--- config.mk ---
export PLATFORM = sky130hd
export DESIGN_NAME = interrupt_and_sixteen_bit_timer_mode
export DESIGN_NICKNAME = d
export VERILOG_FILES = /design/src/rtl/intc_pkg.sv /design/src/rtl/interrupt_and_sixteen_bit_timer_mode.sv
export VERILOG_INCLUDE_DIRS = /design/src /design/src/rtl
export SDC_FILE = /design/constraint.sdc
export NUM_CORES = 1
export LEC_CHECK = 0
export ABC_AREA = 1
export BUFFER_PORTS_ARGS = -buffer_cell sky130_fd_sc_hd__buf_2
export CAP_MARGIN = 20
export CORE_MARGIN = 8
export CORE_UTILIZATION = 35
export CTS_CLUSTER_SIZE = 8
export DETAILED_ROUTE_END_ITERATION = 8
export SLEW_MARGIN = 20
export SYNTH_ARGS = -nofsm -noshare
export SYNTH_HDL_FRONTEND = slang
export SYNTH_SLANG_ARGS = --single-unit
--- constraint.sdc ---
create_clock -name ref_clk -period 1.7 [get_ports ref_clk]
set_input_delay 0.34 -clock ref_clk [delete_from_list [all_inputs] [get_ports ref_clk]]
set_output_delay 0.34 -clock ref_clk [all_outputs]
set_load 0.01 [all_outputs]
--- src/rtl/intc_consts.svh ---
// Offsets, field positions, reset values of the interrupt and timer block
// Assumes a 32-bit APB with one aligned word per register
`ifndef INTC_CONSTS_SVH
`define INTC_CONSTS_SVH

`define IDX_ENABLE 8'h04
`define IDX_FLAGS 8'h05
`define IDX_MODE 8'h06
`define IDX_COUNT_LOW 8'h07
`define IDX_COUNT_HIGH 8'h08
`define ADDR_ENABLE 12'h010
`define ADDR_FLAGS 12'h014
`define ADDR_MODE 12'h018
`define ADDR_COUNT_LOW 12'h01C
`define ADDR_COUNT_HIGH 12'h020

`define BIT_THIRD_TIMER 7
`define BIT_SECOND_TIMER 6
`define BIT_TOUCH_OVERFLOW 5
`define BIT_COMPARATOR 4
`define BIT_TOUCH_DONE 3
`define BIT_SIXTEEN_BIT_TIMER 2
`define BIT_RESERVED 1
`define BIT_EXT_PIN 0
`define SOURCE_MASK 8'hFD

`define ENABLE_RESET 8'h00
`define FLAGS_RESET 8'h00
`define MODE_RESET 8'h00
`define COUNT_RESET 16'h0000

`define CLKSRC_MSB 7
`define CLKSRC_LSB 5
`define PRESCALE_MSB 4
`define PRESCALE_LSB 3
`define EVSEL_MSB 2
`define EVSEL_LSB 0
`define EVSEL_BASE_BIT 8

`endif

--- src/rtl/intc_pkg.sv ---
// Types shared by the interrupt and timer block
// Assumes intc_consts.svh for numeric constants
package intc_pkg;

  typedef enum logic [2:0] {
    CLK_OFF = 3'b000,
    CLK_SYSTEM = 3'b001,
    CLK_RSVD_A = 3'b010,
    CLK_PIN_FOUR = 3'b011,
    CLK_FAST_OSC = 3'b100,
    CLK_RSVD_B = 3'b101,
    CLK_SLOW_OSC = 3'b110,
    CLK_PIN_ZERO = 3'b111
  } clock_source_t;

  typedef enum logic [1:0] {
    DIV_1 = 2'b00,
    DIV_4 = 2'b01,
    DIV_16 = 2'b10,
    DIV_64 = 2'b11
  } prescale_t;

  typedef struct packed {
    clock_source_t clock_source;
    prescale_t prescale;
    logic [2:0] event_select;
  } timer_mode_t;

  typedef struct packed {
    logic third_timer;
    logic second_timer;
    logic touch_count_overflow;
    logic comparator;
    logic touch_conversion_done;
    logic ext_pin;
  } source_events_t;

endpackage : intc_pkg

--- src/rtl/interrupt_and_sixteen_bit_timer_mode.sv ---
// Interrupt enable and pending flags plus sixteen-bit timer mode control
// Assumes APB master on ref_clk; source strobes are one-cycle, same clock
`timescale 1ns/100ps
`include "intc_consts.svh"

module interrupt_and_sixteen_bit_timer_mode #(
  parameter int COUNT_WIDTH = 16,
  parameter int PRESCALE_WIDTH = 6
)
(
  input wire logic ref_clk,
  input wire logic rst_n,
  input wire logic psel,
  input wire logic penable,
  input wire logic pwrite,
  input wire logic [11:0] paddr,
  input wire logic [31:0] pwdata,
  output logic [31:0] prdata,
  output logic pready,
  output logic pslverr,
  input wire intc_pkg::source_events_t source_events,
  input wire logic port_a_pin_zero,
  input wire logic port_a_pin_four,
  input wire logic fast_internal_oscillator,
  input wire logic slow_internal_oscillator,
  output logic irq_request
);

  logic [7:0] enable_reg;
  logic [7:0] enable_next;
  logic [7:0] flags_reg;
  logic [7:0] flags_next;
  intc_pkg::timer_mode_t mode_reg;
  intc_pkg::timer_mode_t mode_next;
  logic [COUNT_WIDTH-1:0] count_reg;
  logic [PRESCALE_WIDTH-1:0] prescale_reg;
  logic [31:0] prdata_reg;
  logic irq_reg;
  logic watched_bit_reg;
  logic [3:0] sync_a_reg;
  logic [3:0] sync_b_reg;
  logic [3:0] sync_prev_reg;
  logic [3:0] fall_edge;
  logic [3:0] rise_edge;
  logic [3:0] raw_inputs;
  logic raw_tick;
  logic divided_tick;
  logic watched_bit;
  logic timer_event;
  logic [7:0] hw_set;
  logic setup_phase;
  logic access_phase;
  logic write_strobe;
  logic addr_valid;

  // Register decode
  function automatic logic is_mapped(input logic [11:0] addr);
    is_mapped = (addr == `ADDR_ENABLE) || (addr == `ADDR_FLAGS) ||
      (addr == `ADDR_MODE) || (addr == `ADDR_COUNT_LOW) ||
      (addr == `ADDR_COUNT_HIGH);
  endfunction : is_mapped

  // Prescaler terminal mask per divide code
  function automatic logic [PRESCALE_WIDTH-1:0] prescale_mask(
    input intc_pkg::prescale_t code);
    prescale_mask = PRESCALE_WIDTH'((32'h0000_0001 << (2 * int'(code))) -
      32'h0000_0001);
  endfunction : prescale_mask

  // APB phases
  assign setup_phase = psel && !penable;
  assign access_phase = psel && penable;
  assign addr_valid = is_mapped(paddr);
  assign write_strobe = access_phase && pwrite && addr_valid;
  assign pready = 1'b1;
  assign pslverr = access_phase && !addr_valid;
  assign prdata = prdata_reg;
  assign irq_request = irq_reg;

  // Pin and oscillator synchronisers, two stages each
  assign raw_inputs = {slow_internal_oscillator, fast_internal_oscillator,
    port_a_pin_four, port_a_pin_zero};

  genvar gi;
  generate
    for (gi = 0; gi < 4; gi++)
    begin : g_sync
      always_ff @(posedge ref_clk or negedge rst_n)
      begin
        if (!rst_n)
        begin
          sync_a_reg[gi] <= 1'b0;
          sync_b_reg[gi] <= 1'b0;
          sync_prev_reg[gi] <= 1'b0;
        end
        else
        begin
          sync_a_reg[gi] <= raw_inputs[gi];
          sync_b_reg[gi] <= sync_a_reg[gi];
          sync_prev_reg[gi] <= sync_b_reg[gi];
        end
      end
      assign fall_edge[gi] = sync_prev_reg[gi] && !sync_b_reg[gi];
      assign rise_edge[gi] = !sync_prev_reg[gi] && sync_b_reg[gi];
    end
  endgenerate

  // Timer clock source select
  always_comb
  begin
    case (mode_reg.clock_source)
      intc_pkg::CLK_SYSTEM: raw_tick = 1'b1;
      intc_pkg::CLK_PIN_FOUR: raw_tick = fall_edge[1];
      intc_pkg::CLK_FAST_OSC: raw_tick = rise_edge[2];
      intc_pkg::CLK_SLOW_OSC: raw_tick = rise_edge[3];
      intc_pkg::CLK_PIN_ZERO: raw_tick = fall_edge[0];
      default: raw_tick = 1'b0;
    endcase
  end

  // Prescaler
  assign divided_tick = raw_tick &&
    ((prescale_reg & prescale_mask(mode_reg.prescale)) ==
    prescale_mask(mode_reg.prescale));

  always_ff @(posedge ref_clk or negedge rst_n)
  begin
    if (!rst_n)
    begin
      prescale_reg <= '0;
    end
    else if (mode_reg.clock_source == intc_pkg::CLK_OFF)
    begin
      prescale_reg <= '0;
    end
    else if (raw_tick)
    begin
      prescale_reg <= prescale_reg + PRESCALE_WIDTH'(1);
    end
  end

  // Sixteen-bit counter
  always_ff @(posedge ref_clk or negedge rst_n)
  begin
    if (!rst_n)
    begin
      count_reg <= `COUNT_RESET;
    end
    else if (divided_tick)
    begin
      count_reg <= count_reg + COUNT_WIDTH'(1);
    end
  end

  // Watched counter bit and change detect
  assign watched_bit =
    count_reg[`EVSEL_BASE_BIT + int'(mode_reg.event_select)];
  assign timer_event = watched_bit != watched_bit_reg;

  always_ff @(posedge ref_clk or negedge rst_n)
  begin
    if (!rst_n)
    begin
      watched_bit_reg <= 1'b0;
    end
    else
    begin
      watched_bit_reg <= watched_bit;
    end
  end

  // Hardware set vector
  always_comb
  begin
    hw_set = 8'h00;
    hw_set[`BIT_THIRD_TIMER] = source_events.third_timer;
    hw_set[`BIT_SECOND_TIMER] = source_events.second_timer;
    hw_set[`BIT_TOUCH_OVERFLOW] = source_events.touch_count_overflow;
    hw_set[`BIT_COMPARATOR] = source_events.comparator;
    hw_set[`BIT_TOUCH_DONE] = source_events.touch_conversion_done;
    hw_set[`BIT_SIXTEEN_BIT_TIMER] = timer_event;
    hw_set[`BIT_EXT_PIN] = source_events.ext_pin;
  end

  // Enable register
  always_comb
  begin
    enable_next = enable_reg;
    if (write_strobe && paddr == `ADDR_ENABLE)
    begin
      enable_next = pwdata[7:0] & `SOURCE_MASK;
    end
  end

  always_ff @(posedge ref_clk or negedge rst_n)
  begin
    if (!rst_n)
    begin
      enable_reg <= `ENABLE_RESET;
    end
    else
    begin
      enable_reg <= enable_next;
    end
  end

  // Pending flags, set wins over clear
  always_comb
  begin
    flags_next = flags_reg;
    if (write_strobe && paddr == `ADDR_FLAGS)
    begin
      flags_next = pwdata[7:0];
    end
    flags_next = (flags_next | hw_set) & `SOURCE_MASK;
  end

  always_ff @(posedge ref_clk or negedge rst_n)
  begin
    if (!rst_n)
    begin
      flags_reg <= `FLAGS_RESET;
    end
    else
    begin
      flags_reg <= flags_next;
    end
  end

  // Timer mode register
  always_comb
  begin
    mode_next = mode_reg;
    if (write_strobe && paddr == `ADDR_MODE)
    begin
      mode_next.clock_source = intc_pkg::clock_source_t'(
        pwdata[`CLKSRC_MSB:`CLKSRC_LSB]);
      mode_next.prescale = intc_pkg::prescale_t'(
        pwdata[`PRESCALE_MSB:`PRESCALE_LSB]);
      mode_next.event_select = pwdata[`EVSEL_MSB:`EVSEL_LSB];
    end
  end

  always_ff @(posedge ref_clk or negedge rst_n)
  begin
    if (!rst_n)
    begin
      mode_reg <= intc_pkg::timer_mode_t'(`MODE_RESET);
    end
    else
    begin
      mode_reg <= mode_next;
    end
  end

  // Core request
  always_ff @(posedge ref_clk or negedge rst_n)
  begin
    if (!rst_n)
    begin
      irq_reg <= 1'b0;
    end
    else
    begin
      irq_reg <= |(flags_reg & enable_reg);
    end
  end

  // Read data captured in the setup cycle
  always_ff @(posedge ref_clk or negedge rst_n)
  begin
    if (!rst_n)
    begin
      prdata_reg <= 32'h0000_0000;
    end
    else if (setup_phase && !pwrite)
    begin
      case (paddr)
        `ADDR_ENABLE:
        begin
          prdata_reg <= {24'h00_0000, enable_reg};
        end
        `ADDR_FLAGS:
        begin
          prdata_reg <= {24'h00_0000, flags_reg};
        end
        `ADDR_MODE:
        begin
          prdata_reg <= {24'h00_0000, 8'(mode_reg)};
        end
        `ADDR_COUNT_LOW:
        begin
          prdata_reg <= {24'h00_0000, count_reg[7:0]};
        end
        `ADDR_COUNT_HIGH:
        begin
          prdata_reg <= {24'h00_0000, count_reg[15:8]};
        end
        default:
        begin
          prdata_reg <= 32'h0000_0000;
        end
      endcase
    end
  end

endmodule : interrupt_and_sixteen_bit_timer_mode

=== Yosys cells after proc, flatten, opt, wreduce, memory -nomap -nowiden ===
Cells that the tools add are included.

* Add/subtract/negate cells: 4
* Order comparisons: 1
* Eq/ne operators: 12
* Shifts and indexed selects: 1
* Mux-type cells: 8
* Bitwise logic cells: 3
* Reductions and logical operators: 28

{| class="wikitable"
|+ Operators by type and width
! kind !! count
|-
| 12-bit by 5-bit == test with 1-bit output (second input constant) || 4
|-
| 8-bit one-hot mux with 5 select lines || 1
|-
| 16-bit by 1-bit adder with 16-bit output (second input constant) || 1
|-
| 1-bit logical AND || 14
|-
| 12-bit by 6-bit == test with 1-bit output (second input constant) || 1
|-
| 6-bit two-way mux || 2
|-
| 3-bit == test (second input constant) || 3
|-
| 8-bit bitwise AND || 1
|-
| 8-bit two-way mux || 1
|-
| 8-bit bitwise OR || 1
|-
| 8-bit OR reduction || 1
|-
| 1-bit zero test || 7
|-
| 6-bit by 1-bit adder with 6-bit output (second input constant) || 1
|-
| 6-bit bitwise AND || 1
|-
| 6-bit == test || 1
|-
| 1-bit by 3-bit left shift with 6-bit output (first input constant) || 1
|-
| 6-bit by 1-bit subtractor with 6-bit output (second input constant) || 1
|-
| 4-bit by 3-bit adder with 5-bit output (first input constant) || 1
|-
| 5-bit less-than comparator (second input constant) || 1
|-
| 1-bit one-hot mux with 5 select lines || 1
|-
| 1-bit binary-select mux with 4-bit select || 1
|-
| 1-bit logical OR || 4
|-
| 3-bit by 1-bit == test with 1-bit output (second input constant) || 1
|-
| 3-bit by 2-bit == test with 1-bit output (second input constant) || 1
|-
| 4 further kinds || 5
|}

* Register bits: 90
* Input port bits: 59
* Output and inout bits: 35
* Word-level logic and storage cells: 79

=== Logic depth before layout (Yosys ltp) ===
* Depth in word-level cells: 9
* Depth in mapped cells: 10
* Gate-level depth less buffers: 9

=== Least setup slack after synthesis ===
No wires, ideal clock.

* Path type: input -> output
* From: input paddr[6]
* To: output pslverr
* Data arrival time: 1.077 ns
* Data required time: 1.360 ns
* Slack: 0.283 ns
* Stages on the path: 7
* Buffers on the path: 1
* Cells stage by stage: inv_1 nand2_1 nor2_4 nand3_2 nand2_4 buf_6 nor2_1

* Word-level cells in the longest chain between the ends: 7
* Elaborated cells on any way between the ends: 11

{| class="wikitable"
|+ RTL lines
! element !! line !! RTL
|-
| from (decl) || interrupt_and_sixteen_bit_timer_mode.sv:16 || <nowiki>input wire logic [11:0] paddr,</nowiki>
|-
| 12-bit by 5-bit == test with 1-bit output || - ||
|-
| 1-bit logical OR (3 in series) || interrupt_and_sixteen_bit_timer_mode.sv:58 || <nowiki>is_mapped = (addr == `ADDR_ENABLE) || (addr == `ADDR_FLAGS) ||</nowiki>
|-
| 1-bit logical OR (*) || interrupt_and_sixteen_bit_timer_mode.sv:58 ||
|-
| 1-bit zero test (*) || interrupt_and_sixteen_bit_timer_mode.sv:76 || <nowiki>assign pslverr = access_phase && !addr_valid;</nowiki>
|-
| 1-bit logical AND (*) || interrupt_and_sixteen_bit_timer_mode.sv:76 ||
|-
| to (decl) || interrupt_and_sixteen_bit_timer_mode.sv:20 || <nowiki>output logic pslverr,</nowiki>
|}

Every way passes the cells marked *; elsewhere a longest branch is shown, timed or not.

=== Worst setup path in the final report ===
* From: input paddr[11]
* To: output pslverr

Same word-level chain as after synthesis.

==> results.ini <==
[run_status]
status=completed

[final_layout]
post-route-cell-area_sq_mm=0.00459
final_common_cell=nand2_1
drive_above_1_share=0.214
area_growth_pct=16.3
insertedDiodeCount=0
num-fill-cells=1129
final_cell_mix=nand2_1, nand3_1, dfrtp_1, inv_1, buf_2
regArea_sq_mm=0.00165
multi_input_area_sq_mm=0.00190
largest_register_ff_count=16
fin_nets=627

[setup_path]
slowest_delay_ns=0.14
arrival_ns=1.25
crit_path_cell_trace=buf_2 -> nor2_2 -> nand2_4 -> nor2_8 -> nand2_2 -> nand2_4 -> nor2_1 -> buf_2
ff2ff_setup_slack_ns=0.21
crit_path_end_kind=primary output
cp_slowest_cell=nor2_2
worstPathRequired_ns=1.36
crit_type=input pin to primary output
start_kind=input pin
critPathMaxFanout=9

[timing]
setup_tns_ns=0
max_freq_ghz=0.629
drv_slew=0
post-route-min-period_ns=1.59
finalWorstSetupSlack_ns=0.111
skew_ns=0.00769
setup_viol=0
fin_crit_sh=0.934
final-hold-violation-count=0
rsz0062_at_grt=false

[placed_design]
dp_hpwl_mm=6.98
gp_congestion=0.866
portBuffers=44
dp_slack_ns=0.0791
dpl_cell_area_sq_mm=0.00431

[detailed_routing]
drc_errors=0
avgRoutedWirePerCell_microns=12.9
ant_nets=0
viasPerCell=4.75
finalWirelength_mm=9.19
vias=3376
dr.pass1.iters=6
drtIter0Drc=247

[grt]
grt_pass1_wl_mm=15.9
grt_start_max_net_pins=67
grt_pass1_vias=3368
antenna_found_initial=0
grt.total_usage=0.130
overflow=0

[clocking]
postCtsHoldBufs=0
htreeDepth=3
cts.sink_count=66
cts_root_buf=clkbuf_16
numCtsBuffers=9
clkTransAtPathRegs_ns=0.06
clk_latency_ns=0.33
cts_resized=0
cts_buffer_depth=2
post_cts_buffers=0
cts_tree=done

[floorplan]
core_sq_mm=0.0109
die_w_microns=122
rows=38
die_y_microns=122
dieArea_sq_mm=0.0149
io_pins=94
start_util=0.361

[synth]
ys_warn_count=0
synthCells=507
synthDistinctLibCells=33
postSynthRegisterBits=66
synth_area_sq_mm=0.00395
syn_avg_cell_area_sq_um=7.79
yosysSeqAreaShare=0.418

[power]
powerDensity_mw_per_mm2=793
vdd_drop_max_mv=0.650
leakage_uw=0.00233

[run]
max_cap_violations=0

[worst_hold_path]
holdCritPathClass=input pin to asynchronous set/reset pin

## cell usage after synthesis
library cell  number  area share
nor2_4             6       0.017
clkbuf_1           1     0.00095
a21oi_1            9       0.011
nor2_1            35       0.033
nand3_2            3      0.0076
buf_6              3      0.0086
buf_4             26       0.049
nor3b_1            1      0.0019
conb_1             2      0.0019
o22ai_4            1      0.0051
a221oi_1           1      0.0022
inv_2              3      0.0029
nand2_4            2      0.0057
nor3_1             3      0.0038
xnor2_1            4      0.0089
nand2_1          129        0.12
nand4_1           12       0.019
ha_1               2      0.0063
o21ai_2           15       0.033
nor2_8             1      0.0051
nand3_1           79        0.10
o21ai_1            1      0.0013
nor2_2             4      0.0063
xor2_1             9       0.020
buf_2              6      0.0076
and3_1             1      0.0016
o21ai_0           11       0.014
inv_1             57       0.054
nand2_2            7       0.011
nor3_2             1      0.0025
dfrtp_1           66        0.42
nand3b_1           4      0.0076
nand3_4            2      0.0089
## final timing paths
check / startpoint / endpoint / cells past startpoint
max: paddr[11] / pslverr / 8
min: rst_n / flags_reg[5] / 2
min in group ref_clk: port_a_pin_four / sync_a_reg[1] / 1
min reg2reg: sync_a_reg[0] / sync_b_reg[0] / 0
max in group asynchronous: rst_n / count_reg[0] / 2
max reg2reg: mode_reg[6] / count_reg[2] / 6
## kinds of logic after synthesis
family,count (synthesis),synth area share
simple gates,290,0.354
buf+inv,96,0.124
flops,66,0.418
compound gates,38,0.0672
xor+xnor,13,0.0288
fa+ha+maj,2,0.00633
other cells,2,0.00190
## area by class of cell
type | count | area share
Multi-Input combinational cell | 368 | 0.413
Sequential cell | 66 | 0.359
Timing Repair Buffer | 61 | 0.0784
Clock buffer | 9 | 0.0490
Inverter | 60 | 0.0490
Tap cell | 140 | 0.0381
Clock inverter | 7 | 0.0131
## where the power goes
part	leakage, uW	total, uW	internal [uW]	switching, uW
Sequential	0.000844	1630	1610	18.5
Combinational	0.00135	257	86.6	170
Clock	0.000137	1760	1010	748
## routing by layer
metal  track usage  share of wire  up-vias
met2         0.206           0.45      101
met1         0.173           0.48     1564
met5             0              0        -
met4        0.0335         0.0058        0
li1              -              -     1705
met3        0.0354          0.073        6
## worst max-delay path: cells and delay by family
kind          cells  cell delay [ns]
buf+inv           2             0.23
simple gates      6             0.66
## metrics by stage
step | hold slack (ns) | instances | power [uW] | util
after floorplan | 0.0444 | 530 | 1820 | -
after global placement | 0.336 | 695 | 1910 | 0.394
after detailed placement | 0.336 | 695 | 1920 | 0.394
after CTS | 0.0358 | 711 | 3710 | 0.420
after global routing | 0.0548 | 711 | 3810 | 0.420
final | 0.0239 | 711 | 3640 | 0.420
Note: power is estimated with default switching activity, not from simulation.
